===== config.mk =====
export PLATFORM = sky130hd
export DESIGN_NAME = rel_log
export DESIGN_NICKNAME = d
export VERILOG_FILES = /design/src/rel_pkg.sv /design/src/rel_counter.sv /design/src/rel_log.sv
export SDC_FILE = /design/constraint.sdc
export NUM_CORES = 1
export LEC_CHECK = 0
export ABC_AREA = 1
export BUFFER_PORTS_ARGS = -buffer_cell sky130_fd_sc_hd__buf_2
export CORE_ASPECT_RATIO = 1.4
export CORE_MARGIN = 2
export CORE_UTILIZATION = 67
export CTS_BUF_LIST = sky130_fd_sc_hd__clkbuf_8
export CTS_CLUSTER_DIAMETER = 100
export DETAILED_ROUTE_END_ITERATION = 7
export HOLD_SLACK_MARGIN = 0.1
export PLACE_DENSITY_LB_ADDON = 0.12
export SLEW_MARGIN = 15
export SYNTH_ARGS = -nofsm -noshare
export SYNTH_HDL_FRONTEND = slang
export SYNTH_HIERARCHICAL = 1
export SYNTH_SLANG_ARGS = --single-unit

===== constraint.sdc =====
create_clock -name core_clk -period 4.07 [get_ports core_clk]
set_input_delay 0.6105 -clock core_clk [delete_from_list [all_inputs] [get_ports core_clk]]
set_output_delay 0.6105 -clock core_clk [all_outputs]
set_load 0.01 [all_outputs]

===== src/rel_pkg.sv =====
// Package of constants and types for the ring error log counters.
package rel_pkg;
    // ==================================================================
    // Widths and log layout
    // ==================================================================
    localparam int CNT_W = 8;
    localparam int ADDR_W = 24;
    localparam int LOG_BYTES = 14;
    localparam int LOG_WORDS = 7;
    localparam logic [7:0] CNT_RST = 8'h00;
    localparam logic [7:0] CNT_MAX = 8'hFF;
    localparam logic [7:0] RSVD_BYTE = 8'h00;
    // ==================================================================
    // Command and status block
    // ==================================================================
    localparam logic [15:0] CMD_READ_LOG = 16'h000A;
    localparam logic [15:0] COMPLETE_DONE = 16'h0001;
    localparam logic [23:0] SSB_OFFSET = 24'h000000;
    localparam logic [23:0] SSB_WORD1_OFFSET = 24'h000002;
    // ==================================================================
    // Burst detection in half-bit times
    // ==================================================================
    localparam logic [2:0] BURST_IDLE_HB = 3'h4;
    localparam logic [2:0] BURST_ERR_HB = 3'h5;
    // ==================================================================
    // Token watchdog
    // ==================================================================
    localparam int CLK_MHZ = 100;
    localparam int TOKEN_WINDOW_US = 10000;
    localparam int TOKEN_WINDOW_CYC = TOKEN_WINDOW_US * CLK_MHZ;
    // ==================================================================
    // Counter indices
    // ==================================================================
    localparam int N_CNT = 9;
    localparam int IX_LINE = 0;
    localparam int IX_BURST = 1;
    localparam int IX_ARFC = 2;
    localparam int IX_LOST = 3;
    localparam int IX_CONG = 4;
    localparam int IX_COPY = 5;
    localparam int IX_TOKEN = 6;
    localparam int IX_DMABUS = 7;
    localparam int IX_DMAPAR = 8;

    typedef enum logic [1:0] {
        REL_IDLE,
        REL_LOG,
        REL_SSB0,
        REL_SSB1
    } rel_state_type;
endpackage


===== src/rel_counter.sv =====
// One saturating one-byte error counter with clear.
`timescale 1ns/100ps
module rel_counter #(
    parameter int WIDTH = 8
) (
    input wire logic core_clk,
    input wire logic rst_n,
    input wire logic inc,
    input wire logic clr,
    output logic [WIDTH-1:0] count
);
    // A clear and an event in the same cycle leave a count of one, so the
    // event is not lost behind the log snapshot.
    always_ff @(posedge core_clk or negedge rst_n) begin
        if (!rst_n) begin
            count <= '0;
        end else if (clr) begin
            count <= inc ? WIDTH'(1) : '0;
        end else if (inc && count != {WIDTH{1'b1}}) begin
            count <= count + WIDTH'(1);
        end
    end
endmodule // rel_counter


===== src/rel_log.sv =====
// Ring soft-error log: event counters, log write-out and status block.
// Summary of operation
// - Line error counter advances at most once per frame.
// - Line error advances when repeated or copied frame has indicator zero.
// - Line error advances on code violation between start and end delimiter.
// - Line error advances on token code violation or frame check failure.
// - Burst error advances after five transition-free half-bits inside frame.
// - After four transition-free half-bits, transmitter switches to idles.
// - Address/copied set error on zero-bit standby monitor frame after a zero-bit monitor frame.
// - Lost frame advances when own stripped frame's end never returns.
// - Receive congestion advances on own-address match without free buffer.
// - Frame copied error advances on own-address match with nonzero bits.
// - Token error counter is one byte, updated only as active monitor.
// - Token error on nonzero-priority token with monitor pass bit set.
// - Token error on any non-token frame with monitor pass bit set.
// - Token error when no token or frame arrives within ten ms.
// - Token error on forbidden code violation in delimiter/token sequence.
// - DMA bus error counter counts errors below the abort threshold.
// - DMA parity error counter counts errors below the abort threshold.
// - Status block holds command code then completion field.
// - Completion bit zero is one, bits one to fifteen zero.
// - Fourteen-byte log written at host-given 24-bit address.
// - Reading the log clears every counter.
`timescale 1ns/100ps
module rel_log #(
    parameter int TOKEN_WINDOW_CYC = rel_pkg::TOKEN_WINDOW_CYC,
    parameter int DMA_ABORT_LIMIT = 8
) (
    input wire logic core_clk,
    input wire logic rst_n,
    // Frame parser pulses, station mode levels and DMA error inputs.
    input wire logic frame_start_delimiter,
    input wire logic frame_end_delimiter,
    input wire logic frame_is_token,
    input wire logic frame_repeat_or_copy,
    input wire logic error_detected_indicator,
    input wire logic code_violation,
    input wire logic token_code_violation,
    input wire logic fcs_error,
    input wire logic half_bit_no_transition,
    input wire logic half_bit_transition,
    input wire logic monitor_pass_bit,
    input wire logic [2:0] token_priority,
    input wire logic active_monitor_present_frame,
    input wire logic standby_monitor_present_frame,
    input wire logic [1:0] address_recognized_copied_bits,
    input wire logic own_address_match,
    input wire logic rx_buffer_free,
    input wire logic repeat_mode,
    input wire logic strip_mode,
    input wire logic own_frame_lost,
    input wire logic active_monitor,
    input wire logic dma_bus_error,
    input wire logic dma_parity_error,
    input wire logic dma_error_clear,
    // Host command from the system command block.
    input wire logic cmd_valid,
    input wire logic [15:0] cmd_code,
    input wire logic [23:0] cmd_address,
    // Outbound word writes toward the DMA engine, command status and idle forcing.
    input wire logic wr_ready,
    output logic wr_valid,
    output logic [23:0] wr_address,
    output logic [15:0] wr_data,
    output logic cmd_busy,
    output logic cmd_done,
    output logic tx_force_idle
);
    // ==================================================================
    // Frame tracking
    // ==================================================================
    logic in_frame;
    logic line_seen;
    logic [2:0] quiet_hb;
    logic arfc_armed;
    logic [31:0] watch_cnt;
    logic [7:0] dma_bus_run;
    logic [7:0] dma_par_run;
    logic clr_all;
    logic [rel_pkg::N_CNT-1:0] inc;
    logic [7:0] cnt [rel_pkg::N_CNT];
    rel_pkg::rel_state_type state;
    logic [2:0] word_ix;
    logic [23:0] base_addr;

    always_ff @(posedge core_clk or negedge rst_n) begin
        if (!rst_n) begin
            in_frame <= 1'b0;
        end else if (frame_start_delimiter) begin
            in_frame <= 1'b1;
        end else if (frame_end_delimiter) begin
            in_frame <= 1'b0;
        end
    end

    // Once a frame has been charged, further faults in it are ignored.
    always_ff @(posedge core_clk or negedge rst_n) begin
        if (!rst_n) begin
            line_seen <= 1'b0;
        end else if (frame_start_delimiter) begin
            line_seen <= 1'b0;
        end else if (inc[rel_pkg::IX_LINE]) begin
            line_seen <= 1'b1;
        end
    end

    logic line_cause;
    assign line_cause = (frame_end_delimiter && frame_repeat_or_copy
                         && !error_detected_indicator)
        || (in_frame && code_violation)
        || (frame_end_delimiter && (token_code_violation
                                    || fcs_error));
    assign inc[rel_pkg::IX_LINE] = line_cause && !line_seen;

    // ==================================================================
    // Burst detection
    // ==================================================================
    always_ff @(posedge core_clk or negedge rst_n) begin
        if (!rst_n) begin
            quiet_hb <= 3'h0;
        end else if (half_bit_transition || !in_frame) begin
            quiet_hb <= 3'h0;
        end else if (half_bit_no_transition
                     && quiet_hb != rel_pkg::BURST_ERR_HB) begin
            quiet_hb <= quiet_hb + 3'h1;
        end
    end

    assign inc[rel_pkg::IX_BURST] = in_frame && half_bit_no_transition
        && quiet_hb == rel_pkg::BURST_ERR_HB - 3'h1;

    // Idles go out from four quiet half-bits on so that the station
    // downstream never itself sees a burst of five.
    always_ff @(posedge core_clk or negedge rst_n) begin
        if (!rst_n) begin
            tx_force_idle <= 1'b0;
        end else begin
            tx_force_idle <= in_frame && !half_bit_transition
                && !frame_end_delimiter
                && (quiet_hb >= rel_pkg::BURST_IDLE_HB
                    || (half_bit_no_transition && quiet_hb
                        == rel_pkg::BURST_IDLE_HB - 3'h1));
        end
    end

    // ==================================================================
    // Monitor frame checks
    // ==================================================================
    logic mon_zero;
    assign mon_zero = (active_monitor_present_frame
                       || standby_monitor_present_frame)
        && address_recognized_copied_bits == 2'b00;

    always_ff @(posedge core_clk or negedge rst_n) begin
        if (!rst_n) begin
            arfc_armed <= 1'b0;
        end else if (active_monitor_present_frame) begin
            arfc_armed <= mon_zero;
        end else if (mon_zero) begin
            arfc_armed <= 1'b1;
        end
    end

    assign inc[rel_pkg::IX_ARFC] = mon_zero && arfc_armed
        && !active_monitor_present_frame;
    assign inc[rel_pkg::IX_LOST] = strip_mode && own_frame_lost;
    assign inc[rel_pkg::IX_CONG] = repeat_mode && own_address_match
        && !rx_buffer_free;
    assign inc[rel_pkg::IX_COPY] = repeat_mode && own_address_match
        && address_recognized_copied_bits != 2'b00;

    // ==================================================================
    // Active monitor token checks
    // ==================================================================
    logic watch_expired;
    logic ring_seen;
    assign ring_seen = frame_end_delimiter;
    assign watch_expired = watch_cnt == 32'(TOKEN_WINDOW_CYC - 1);

    always_ff @(posedge core_clk or negedge rst_n) begin
        if (!rst_n) begin
            watch_cnt <= 32'h0;
        end else if (!active_monitor || ring_seen || watch_expired) begin
            watch_cnt <= 32'h0;
        end else begin
            watch_cnt <= watch_cnt + 32'h1;
        end
    end

    assign inc[rel_pkg::IX_TOKEN] = active_monitor && (
        (frame_end_delimiter && frame_is_token && monitor_pass_bit
         && token_priority != 3'h0)
        || (frame_end_delimiter && !frame_is_token
            && monitor_pass_bit)
        || (watch_expired && !ring_seen)
        || (frame_end_delimiter && frame_is_token
            && token_code_violation));

    // ==================================================================
    // DMA error runs below the abort threshold
    // ==================================================================
    always_ff @(posedge core_clk or negedge rst_n) begin
        if (!rst_n) begin
            dma_bus_run <= 8'h00;
        end else if (dma_error_clear) begin
            dma_bus_run <= 8'h00;
        end else if (dma_bus_error && dma_bus_run != 8'hFF) begin
            dma_bus_run <= dma_bus_run + 8'h01;
        end
    end

    always_ff @(posedge core_clk or negedge rst_n) begin
        if (!rst_n) begin
            dma_par_run <= 8'h00;
        end else if (dma_error_clear) begin
            dma_par_run <= 8'h00;
        end else if (dma_parity_error && dma_par_run != 8'hFF) begin
            dma_par_run <= dma_par_run + 8'h01;
        end
    end

    assign inc[rel_pkg::IX_DMABUS] = dma_bus_error
        && 32'(dma_bus_run) < 32'(DMA_ABORT_LIMIT - 1);
    assign inc[rel_pkg::IX_DMAPAR] = dma_parity_error
        && 32'(dma_par_run) < 32'(DMA_ABORT_LIMIT - 1);

    // ==================================================================
    // Counters
    // ==================================================================
    for (genvar i = 0; i < rel_pkg::N_CNT; i++) begin : g_cnt
        rel_counter #(
            .WIDTH(rel_pkg::CNT_W)
        ) u_cnt (
            .core_clk(core_clk),
            .rst_n(rst_n),
            .inc(inc[i]),
            .clr(clr_all),
            .count(cnt[i])
        );
    end

    // ==================================================================
    // Log read command
    // ==================================================================
    // The log is copied to a snapshot at command start so events during
    // the write-out count toward the next read instead of being lost.
    logic [7:0] snap [rel_pkg::N_CNT];
    logic [15:0] log_word;
    logic accept;
    logic wr_fire;
    assign accept = state == rel_pkg::REL_IDLE && cmd_valid
        && cmd_code == rel_pkg::CMD_READ_LOG;
    assign clr_all = accept;
    assign wr_fire = wr_valid && wr_ready;

    always_ff @(posedge core_clk or negedge rst_n) begin
        if (!rst_n) begin
            for (int k = 0; k < rel_pkg::N_CNT; k++) begin
                snap[k] <= rel_pkg::CNT_RST;
            end
        end else if (accept) begin
            for (int k = 0; k < rel_pkg::N_CNT; k++) begin
                snap[k] <= cnt[k];
            end
        end
    end

    always_comb begin
        case (word_ix)
            3'h0: log_word = {snap[rel_pkg::IX_LINE], rel_pkg::RSVD_BYTE};
            3'h1: log_word = {snap[rel_pkg::IX_BURST],
                              snap[rel_pkg::IX_ARFC]};
            3'h3: log_word = {snap[rel_pkg::IX_LOST],
                              snap[rel_pkg::IX_CONG]};
            3'h4: log_word = {snap[rel_pkg::IX_COPY], rel_pkg::RSVD_BYTE};
            3'h5: log_word = {snap[rel_pkg::IX_TOKEN], rel_pkg::RSVD_BYTE};
            3'h6: log_word = {snap[rel_pkg::IX_DMABUS],
                              snap[rel_pkg::IX_DMAPAR]};
            default: log_word = 16'h0000;
        endcase
    end

    always_ff @(posedge core_clk or negedge rst_n) begin
        if (!rst_n) begin
            state <= rel_pkg::REL_IDLE;
            word_ix <= 3'h0;
            base_addr <= 24'h000000;
            wr_valid <= 1'b0;
            wr_address <= 24'h000000;
            wr_data <= 16'h0000;
            cmd_busy <= 1'b0;
            cmd_done <= 1'b0;
        end else begin
            cmd_done <= 1'b0;
            case (state)
                rel_pkg::REL_IDLE: begin
                    if (accept) begin
                        state <= rel_pkg::REL_LOG;
                        word_ix <= 3'h0;
                        base_addr <= cmd_address;
                        cmd_busy <= 1'b1;
                    end
                end
                rel_pkg::REL_LOG: begin
                    if (!wr_valid) begin
                        wr_valid <= 1'b1;
                        wr_address <= base_addr
                            + {20'h00000, word_ix, 1'b0};
                        wr_data <= log_word;
                    end else if (wr_fire) begin
                        wr_valid <= 1'b0;
                        if (word_ix == 3'(rel_pkg::LOG_WORDS - 1)) begin
                            state <= rel_pkg::REL_SSB0;
                        end else begin
                            word_ix <= word_ix + 3'h1;
                        end
                    end
                end
                rel_pkg::REL_SSB0: begin
                    if (!wr_valid) begin
                        wr_valid <= 1'b1;
                        wr_address <= rel_pkg::SSB_OFFSET;
                        wr_data <= rel_pkg::CMD_READ_LOG;
                    end else if (wr_fire) begin
                        wr_valid <= 1'b0;
                        state <= rel_pkg::REL_SSB1;
                    end
                end
                rel_pkg::REL_SSB1: begin
                    if (!wr_valid) begin
                        wr_valid <= 1'b1;
                        wr_address <= rel_pkg::SSB_WORD1_OFFSET;
                        wr_data <= rel_pkg::COMPLETE_DONE;
                    end else if (wr_fire) begin
                        wr_valid <= 1'b0;
                        state <= rel_pkg::REL_IDLE;
                        cmd_busy <= 1'b0;
                        cmd_done <= 1'b1;
                    end
                end
                default: begin
                    state <= rel_pkg::REL_IDLE;
                end
            endcase
        end
    end
endmodule // rel_log


==> impl_metrics.ini, run 1 <==
[synthesis]
avgSynthCellArea_um2 = 7.503
synth-edff-count = 0
synthTopCellsByArea = dfrtp_1 (46%), nand2_1 (18%), inv_1 (5.4%)
syn_inst = 1970
async_reset_ff_share_pct = 100.0
yosysWarnings = 6
ys_seq_elements = 271
syn_nets = 2071
synth_ff_type = dfrtp_1
ys_seq_area_share_pct = 45.88
ys_types = 42
syn_area_um2 = 14780
yosysTopAreaCellShare_pct = 45.88
yosysTopAreaCell = dfrtp_1

[die]
core_um2 = 21780
ios = 115
initial_core_util_pct = 67.87
die_h_um = 179.7
die_area_um2 = 23280
die_w_um = 129.5
fp-row-count = 64

[clocking]
cts_buffers = 42
cts_sinks = 271
postCtsResizedCells = 0
hold_buffers = 0
ctsHtreeMaxLevel = 2
insertion_delay_ns = 0.55
ctsLongestPathBuffers = 3
root_buffer = clkbuf_8
cts_tree = yes
cts.reportedPaths.clkPinSlew_ns = 0.07
cts_setup_buffers = 0

[critical_path]
crit_slowest_cell = inv_4
crit_start = state[1]$_DFFE_PN0P_
critical_path.max_stage_delay_ns = 0.55
path_max_fanout = 74
worstPathRequired_ns = 4.50
r2r_start = state[1]$_DFFE_PN0P_
arrival_ns = 3.41
worstSetupEndpointType = flip-flop
critPathLaunchType = flip-flop
crit_type = reg2reg
crit_chain = inv_1, ha_1, nand2_1, nor3_1, nand3_2, inv_4, clkinv_1, nand4_1, o21ai_2

[sta]
slew_headroom_pct = 21.97
fin_crit_ns = 2.982
fin_setup_tns_ns = 0
fmax_mhz = 335.4
finalHoldViolCount = 0
rsz0062_at_grt = no
tightest_slew_ns = 1.161
drv_slew = 0
skew_ns = 0.01797
finalCritPeriodShare_pct = 73.26
setup_viol_count_final = 0
holdWs_ns = 0.1338

[global_routing]
globalRouteOverflowTotal = 0
grt_usage_pct = 31.63
grt_pass1_vias = 13220
grt_pass1_wl_um = 60480
grt_max_degree = 110
antenna_found_initial = 0

[run_status]
outcome = complete, no violations

[route]
vias_per_cell = 5.432
final_antenna_net_count = 0
drt-pass1-iter-count = 5
totalWireLength_um = 35960
wl_per_cell_um = 14.76
route.vias.total = 13230
remaining_drc_errors = 0
drt_iter0_markers = 828

[layout]
num_antenna_cells = 0
drive_gt1_share_pct = 13.51
layout_common_cells = nand2_1 (714), dfrtp_1 (271), inv_1 (224), nor2_1 (199), nand3_1 (144)
synthToLayoutAreaGrowth_pct = 12.25
mostFrequentLayoutCell = nand2_1
fillCellCount = 1705
nets = 2207

[placement]
port_buffers = 114
hpwl_um = 25800
gp_congestion = 0.9839

[power]
vdd.ir_drop.worst_uv = 320.0
total_power_mw = 7.619
power.density_nw_per_um2 = 459.2
leakagePower_nw = 8.817

[flow_run]
maxCapViolations = 0

[min_path]
worstHoldPathType = in2async
[through the flow]
| step | cells | util, % | worst slack, ns | instance area (um2) |
|---|---|---|---|---|
| 3_5_place_dp | 2359 | 72.03 | 1.176 | 15690 |
| 4_1_cts | 2436 | 76.14 | 1.130 | 16580 |
| 6_report | 2436 | 76.18 | 1.088 | 16590 |
| 3_3_place_gp | 2359 | 72.03 | 1.316 | 15690 |
| 5_1_grt | 2436 | 76.18 | 0.8286 | 16590 |
| 2_1_floorplan | 1970 | - | 1.681 | 14780 |
[cell families after synthesis]
group                      count (synthesis)  share of synthesized area [%]
and+or+nand+nor                         1198                          35.31
DFF                                      271                          45.88
buffers and inverters                    257                          7.042
AOI/OAI and AO/OA                        188                          7.635
adders and majority gates                 30                          2.590
xor gates and xnor gates                  26                          1.541
[synthesized netlist by cell type (24+ instances only)]
master / count
a21oi_1: 41
dfrtp_1: 271
ha_1: 29
inv_1: 212
nand2_1: 714
nand3_1: 145
nand4_1: 32
nor2_1: 199
nor2_2: 24
nor3_1: 26
o21ai_0: 67
[report_power, final]
part           internal (mW)  switching (mW)  total [mW]
logic                  0.615            1.23        1.85
registers               3.02           0.334        3.35
clock network           1.33            1.09        2.42
total                   4.96            2.65        7.62
[routing by layer]
metal	up-vias	wire length [um]	GRT usage (%)	share of wire (%)
met5	-	0	0	0
met4	0	1349	12.13	3.8
met3	104	1736	4.762	4.8
met2	390	19060	57.98	53
met1	6222	13810	36.67	38
li1	6517	-	-	-
[final cells by class]
class / instances / area [um2] / area share [%]
flip-flops and latches: 271 / 6782 / 40.87
clock buffers: 51 / 701.9 / 4.230
repair buffers: 127 / 715.7 / 4.313
well taps: 297 / 371.6 / 2.240
clock inverters: 26 / 192.7 / 1.161
inverters: 222 / 835.8 / 5.037
multi-input cells: 1442 / 6993 / 42.15
[state kept, by name, summed over array words and instances, names as in the netlist, 2 cells and up]
name	count
state	2
watch_cnt	32
dma_bus_run	8
g_cnt.u_cnt/count	72
word_ix	3
quiet_hb	3
base_addr	24
dma_par_run	8
wr_address	24
snap	72
wr_data	16
[worst max-delay path, delay by kind of cell, from the launching register on]
family / cells / cell delay, ns
buffers and inverters: 3 / 1.29
AND/OR/NAND/NOR: 4 / 0.72
flip-flops: 1 / 0.44
adder cells (fa/ha/maj): 1 / 0.25
AO/OA/AOI/OAI: 1 / 0.07
[worst paths after layout]
check | depth (start not counted) | end | slack [ns]
worst max-delay path | 9 | g_cnt[4].u_cnt/count[4]$_DFFE_PN0P_ | 1.09
worst min-delay path | 1 | base_addr[10]$_DFFE_PN0P_ | 0.13
worst max register to register | 9 | g_cnt[4].u_cnt/count[4]$_DFFE_PN0P_ | 1.09
worst min register to register | 2 | wr_address[17]$_DFFE_PN0P_ | 0.47
max in group asynchronous | 2 | quiet_hb[0]$_DFFE_PN0P_ | 3.03
min in group core_clk | 2 | tx_force_idle$_DFF_PN0_ | 0.24
(Power assumes the default switching activity.)
==> inputs of run 2 (changes only) <==
--- a/config.mk
+++ b/config.mk
@@ -5,11 +5,11 @@
 export SDC_FILE = /design/constraint.sdc
 export NUM_CORES = 1
 export LEC_CHECK = 0
-export ABC_AREA = 1
+export ABC_AREA = 0
 export BUFFER_PORTS_ARGS = -buffer_cell sky130_fd_sc_hd__buf_2
 export CORE_ASPECT_RATIO = 1.4
 export CORE_MARGIN = 2
-export CORE_UTILIZATION = 67
+export CORE_UTILIZATION = 62
 export CTS_BUF_LIST = sky130_fd_sc_hd__clkbuf_8
 export CTS_CLUSTER_DIAMETER = 100
 export DETAILED_ROUTE_END_ITERATION = 7
==> constraint.sdc (replaced) <==
create_clock -name core_clk -period 2.93 [get_ports core_clk]
set_input_delay 0.4395 -clock core_clk [delete_from_list [all_inputs] [get_ports core_clk]]
set_output_delay 0.4395 -clock core_clk [all_outputs]
set_load 0.01 [all_outputs]
==> impl_metrics.ini, run 2 <==
[run_status]
outcome = complete, no violations

[synthesis]
yosysTopAreaCell = dfrtp_1
syn_inst = 1256
yosysTopAreaCellShare_pct = 49.57
yosys.cell_count.top_type = dfrtp_1
ys_seq_elements = 271
synth-edff-count = 0
synthTopCellsByArea = dfrtp_1 (50%), mux2_1 (5.8%), a21oi_1 (2.9%)
avgSynthCellArea_um2 = 10.89
synth_ff_type = dfrtp_1
ys_seq_area_share_pct = 49.57
synth_common_cells = dfrtp_1 (271), nand2_1 (97), a21oi_1 (78)
yosysWarnings = 6
ys_types = 68
syn_nets = 1357
syn_area_um2 = 13680
async_reset_ff_share_pct = 100.0

[critical_path]
path_max_fanout = 6
arrival_ns = 2.89
critPathLaunchType = flip-flop
worstSetupEndpointType = flip-flop
worstPathRequired_ns = 3.36
crit_type = reg2reg

[clocking]
root_buffer = clkbuf_8
cts_buffers = 43
ctsHtreeMaxLevel = 2
ctsLongestPathBuffers = 3
cts.reportedPaths.clkPinSlew_ns = 0.06
cts_tree = yes
cts_sinks = 271
insertion_delay_ns = 0.55
postCtsResizedCells = 0

[layout]
nets = 1489
drive_gt1_share_pct = 20.38
layout_common_cells = dfrtp_1 (271), buf_2 (113), nand2_1 (97), a21oi_1 (78), nor2_1 (71)
fin_area_um2 = 15580
fin_cells = 1715
seq_area_um2 = 6782
largestRegisters = g_cnt.u_cnt/count: 72 flops, snap: 72 flops, watch_cnt: 32 flops
synthToLayoutAreaGrowth_pct = 13.87
num_antenna_cells = 0
mostFrequentLayoutCell = dfrtp_1
multi_input_area_um2 = 6518
fillCellCount = 1679

[die]
fp-row-count = 64
ios = 115
core_um2 = 21780
initial_core_util_pct = 62.81
die_area_um2 = 23290
die_w_um = 129.5
die_h_um = 179.8

[sta]
finalCritPeriodShare_pct = 84.01
setup_viol_count_final = 0
fin_setup_tns_ns = 0
fin_crit_ns = 2.461
skew_ns = 0.02539
slew_headroom_pct = 50.66
rsz0062_at_grt = no
drv_slew = 0
finalHoldViolCount = 0
tightest_slew_ns = 0.7340
fmax_mhz = 406.3
layout_setup_ws_ns = 0.4686

[placement]
dpl_cell_area_um2 = 14630
dp.cells = 1635
pre_cts_ws_ns = 0.4756
gp_congestion = 0.9164
hpwl_um = 20560
port_buffers = 114

[global_routing]
globalRouteOverflowTotal = 0
grt_usage_pct = 25.91
grt_pass1_vias = 10110
grt_pass1_wl_um = 49830
grt_max_degree = 72
antenna_found_initial = 0

[power]
total_power_mw = 10.23
power.density_nw_per_um2 = 656.8
leakagePower_nw = 7.253
vdd.ir_drop.worst_uv = 594.5

[route]
totalWireLength_um = 29520
remaining_drc_errors = 0
route.vias.total = 10260
wl_per_cell_um = 17.21
drt_iter0_markers = 654
vias_per_cell = 5.981
final_antenna_net_count = 0
drt-pass1-iter-count = 5

[flow_run]
maxCapViolations = 0

[min_path]
worstHoldPathType = in2reg
## run 2: cell count changes after synthesis, moves of 31 or more
cell | previous run | this run
nand3_1 | 145 | 30
nand2_1 | 714 | 97
nand2b_1 | 0 | 41
mux2_1 | 0 | 70
a21oi_1 | 41 | 78
inv_1 | 212 | 40
mux2_2 | 0 | 31
nor2_1 | 199 | 71
## run 2: through the flow
| stage | util (%) | hold WS [ns] |
|---|---|---|
| floorplan | - | 0.1439 |
| global placement | 67.18 | 0.4465 |
| detailed placement | 67.18 | 0.4439 |
| CTS | 71.52 | 0.1095 |
| global route | 71.52 | 0.1170 |
| finish | 71.52 | 0.1332 |
## run 2: repair_timing
| item | CTS | global route |
|---|---|---|
| hold buffers | 5 | 0 |
| endpoints found under the hold margin | 70 | 0 |
| setup buffers | 0 | 0 |
## run 2: logic make-up after synthesis
family | Yosys count | share of synthesized area (%)
and+or+nand+nor | 429 | 18.35
DFF | 271 | 49.57
AOI/OAI and AO/OA | 264 | 13.43
muxes | 115 | 9.338
buffers and inverters | 91 | 2.936
xor gates and xnor gates | 56 | 3.585
adders and majority gates | 30 | 2.799
## run 2: worst paths after layout
check,startpoint,end,slack (ns),cells past startpoint
setup / recovery,watch_cnt[6]$_DFF_PN0_,g_cnt[6].u_cnt/count[5]$_DFFE_PN0P_,0.47,7
hold / removal,cmd_address[21],base_addr[21]$_DFFE_PN0P_,0.13,2
setup reg to reg,watch_cnt[6]$_DFF_PN0_,g_cnt[6].u_cnt/count[5]$_DFFE_PN0P_,0.47,7
hold reg to reg,wr_address[19]$_DFFE_PN0P_,wr_address[19]$_DFFE_PN0P_,0.47,2
max in group asynchronous,rst_n,wr_data[8]$_DFFE_PN0P_,1.74,3
min in group asynchronous,rst_n,wr_address[1]$_DFFE_PN0P_,0.46,2
## run 2: per-layer routing
metal / part of all wire, % / wire, um / track usage, %
met1: 43 / 12600 / 34.39
met3: 3.7 / 1094 / 3.750
met4: 2.1 / 616 / 7.269
met5: 0 / 0 / 0
met2: 52 / 15210 / 44.36
## run 2: critical path: stages (launching register included)
cell,delay (ns)
dfrtp_1,0.44
nor4b_1,0.38
nand4_1,0.20
nor4_1,0.36
o211a_1,0.28
nand4_2,0.19
a2111oi_2,0.37
nor3b_1,0.10
## run 2: report_power, final
| part | internal (mW) | switching, mW |
|---|---|---|
| logic | 0.811 | 1.39 |
| clock network | 1.89 | 1.47 |
| registers | 4.11 | 0.575 |
| total | 6.80 | 3.43 |
## run 2: final cells by class
cell class	count	share of cell area (%)
Clock buffer	49	4.329
Clock inverter	26	1.430
Inverter	40	0.9638
Multi-Input combinational cell	894	41.84
Sequential cell	271	43.53
Tap cell	297	2.385
Timing Repair Buffer	138	5.526
==> inputs of run 3 (changes only) <==
--- a/config.mk
+++ b/config.mk
@@ -5,11 +5,11 @@
 export SDC_FILE = /design/constraint.sdc
 export NUM_CORES = 1
 export LEC_CHECK = 0
-export ABC_AREA = 0
+export ABC_AREA = 1
 export BUFFER_PORTS_ARGS = -buffer_cell sky130_fd_sc_hd__buf_2
 export CORE_ASPECT_RATIO = 1.4
 export CORE_MARGIN = 2
-export CORE_UTILIZATION = 62
+export CORE_UTILIZATION = 57
 export CTS_BUF_LIST = sky130_fd_sc_hd__clkbuf_8
 export CTS_CLUSTER_DIAMETER = 100
 export DETAILED_ROUTE_END_ITERATION = 7
==> constraint.sdc (replaced) <==
create_clock -name core_clk -period 2.16 [get_ports core_clk]
set_input_delay 0.324 -clock core_clk [delete_from_list [all_inputs] [get_ports core_clk]]
set_output_delay 0.324 -clock core_clk [all_outputs]
set_load 0.01 [all_outputs]
==> impl_metrics.ini, run 3 (synthesis results as in run 1) <==
[run_status]
outcome = finished with violations
failed_checks = DRC

[critical_path]
path_max_fanout = 10
rr_endpoint = state[0]$_DFFE_PN0P_
worstSetupEndpointType = flip-flop
critPathLaunchType = flip-flop
worstPathRequired_ns = 2.63
crit_type = reg2reg
r2r_start = word_ix[0]$_DFFE_PN0P_
regToRegSetupSlack_ns = 0.12
reg2regPathDepth = 9
arrival_ns = 2.51

[flow_run]
maxCapViolations = 0

[power]
power.density_nw_per_um2 = 863.1
leakagePower_nw = 9.233
vdd.ir_drop.worst_uv = 620.1

[sta]
fmax_mhz = 490.2
slew_headroom_pct = 59.99
finalCritPeriodShare_pct = 94.45
fin_crit_ns = 2.040
finalHoldViolCount = 0
setup_viol_count_final = 0
drv_slew = 0
holdWs_ns = 0.1425
skew_ns = 0.01630
tightest_slew_ns = 0.6001
rsz0062_at_grt = no

[global_routing]
antenna_found_initial = 0
grt_pass1_vias = 13450
globalRouteOverflowTotal = 0
grt_max_degree = 71
grt_pass1_wl_um = 62980
grt_usage_pct = 27.79

[die]
core_um2 = 25470
die_w_um = 140.1
die_area_um2 = 27260
initial_core_util_pct = 58.04
fp-row-count = 69
ios = 115
die_h_um = 194.5

[route]
drt_iter0_markers = 765
drt-pass1-iter-count = 8
final_antenna_net_count = 0
vias_per_cell = 5.253
wl_per_cell_um = 14.49
remaining_drc_errors = 11
route.vias.total = 13330
totalWireLength_um = 36770

[layout]
largestRegisters = g_cnt.u_cnt/count: 72 flops, snap: 72 flops, watch_cnt: 32 flops
fin_util_pct = 68.72
mostFrequentLayoutCell = nand2_1
num_antenna_cells = 0
layout_common_cells = nand2_1 (714), dfrtp_1 (271), inv_1 (222), nor2_1 (199), nand3_1 (144)
nets = 2284
fillCellCount = 2190
synthToLayoutAreaGrowth_pct = 18.39
drive_gt1_share_pct = 15.59

[clocking]
ctsHtreeMaxLevel = 2
cts.reportedPaths.clkPinSlew_ns = 0.06
cts_setup_buffers = 0
ctsLongestPathBuffers = 3
cts_sinks = 271
insertion_delay_ns = 0.58
root_buffer = clkbuf_8
cts_buffers = 44
cts_tree = yes

[min_path]
min_path_cells = 5
min_to = line_seen$_DFFE_PN0P_
hp-start = code_violation
worstHoldPathType = in2reg

[placement]
gp_congestion = 0.9655
port_buffers = 114
hpwl_um = 26940
run 3: cell types whose count changed in the layout (fill, tap and decap cells not counted), moves of 37 or more:
| cell | previous run | this run |
|---|---|---|
| a21oi_1 | 78 | 41 |
| nand2_1 | 97 | 714 |
| nand2b_1 | 41 | 0 |
| mux2_1 | 70 | 0 |
| nor2_1 | 71 | 199 |
| inv_1 | 53 | 222 |
| nand3_1 | 30 | 144 |
run 3: final cells by class:
type	count	area, um2	share of cell area [%]
multi-input combinational	1442	6990	39.94
sequential	271	6782	38.75
timing repair buffer	201	1436	8.208
inverter	222	864.6	4.940
clock buffer	62	853.3	4.876
tap	319	399.1	2.281
clock inverter	20	167.7	0.9580
timing repair inverter	1	7.507	0.04290
run 3: power by group:
group	internal, mW	leakage, nW	total, mW	switching, mW
registers	5.69	3.42	6.29	0.604
logic	1.41	5.25	3.78	2.36
clock network	2.91	0.561	5.04	2.13
total	10.0	9.23	15.1	5.10
run 3: worst max path at each step:
| stage | slack, ns | from | end | depth (start not counted) |
|---|---|---|---|---|
| after floorplan | -0.12 | state[1]$_DFFE_PN0P_ | g_cnt[6].u_cnt/count[4]$_DFFE_PN0P_ | 11 |
| after global placement | 0.14 | state[0]$_DFFE_PN0P_ | g_cnt[6].u_cnt/count[4]$_DFFE_PN0P_ | 10 |
| after detailed placement | 0.07 | state[0]$_DFFE_PN0P_ | g_cnt[6].u_cnt/count[4]$_DFFE_PN0P_ | 10 |
| after CTS | 0.07 | state[0]$_DFFE_PN0P_ | g_cnt[5].u_cnt/count[4]$_DFFE_PN0P_ | 10 |
| after global routing | 0.002 | word_ix[0]$_DFFE_PN0P_ | state[1]$_DFFE_PN0P_ | 9 |
| final | 0.12 | word_ix[0]$_DFFE_PN0P_ | state[0]$_DFFE_PN0P_ | 9 |
run 3: metrics by stage:
step | instance area (um2) | std cells | worst slack, ns | TNS [ns] | total power [mW]
finish | 17500 | 2538 | 0.1198 | 0 | 15.10
global route | 17500 | 2538 | 0.001809 | 0 | 15.99
CTS | 17460 | 2537 | 0.06535 | 0 | 15.21
detailed placement | 16080 | 2419 | 0.06933 | 0 | 10.07
global placement | 16080 | 2419 | 0.1371 | 0 | 9.954
floorplan | 14790 | 1970 | -0.1200 | -4.064 | 8.642
run 3: per-layer routing:
metal	vias to the layer above	track usage, %	share of wire, %
li1	6678	-	-
met1	6237	32.92	40
met2	335	51.23	53
met3	82	3.942	4.8
met4	0	9.914	2.8
met5	-	0	0
run 3: critical path, stage by stage (launching register included):
cell	delay, ns
dfrtp_1	0.39
buf_4	0.16
inv_1	0.09
ha_1	0.21
nand2_1	0.28
nand2_1	0.19
a21boi_0	0.34
nand3_1	0.15
nand2_1	0.08
nand2_1	0.04
run 3: what timing repair did:
item	in CTS	in global routing
resized for setup	0	12
endpoints found under the hold margin	101	0
setup endpoints to repair	0	55
hold buffers	36	0
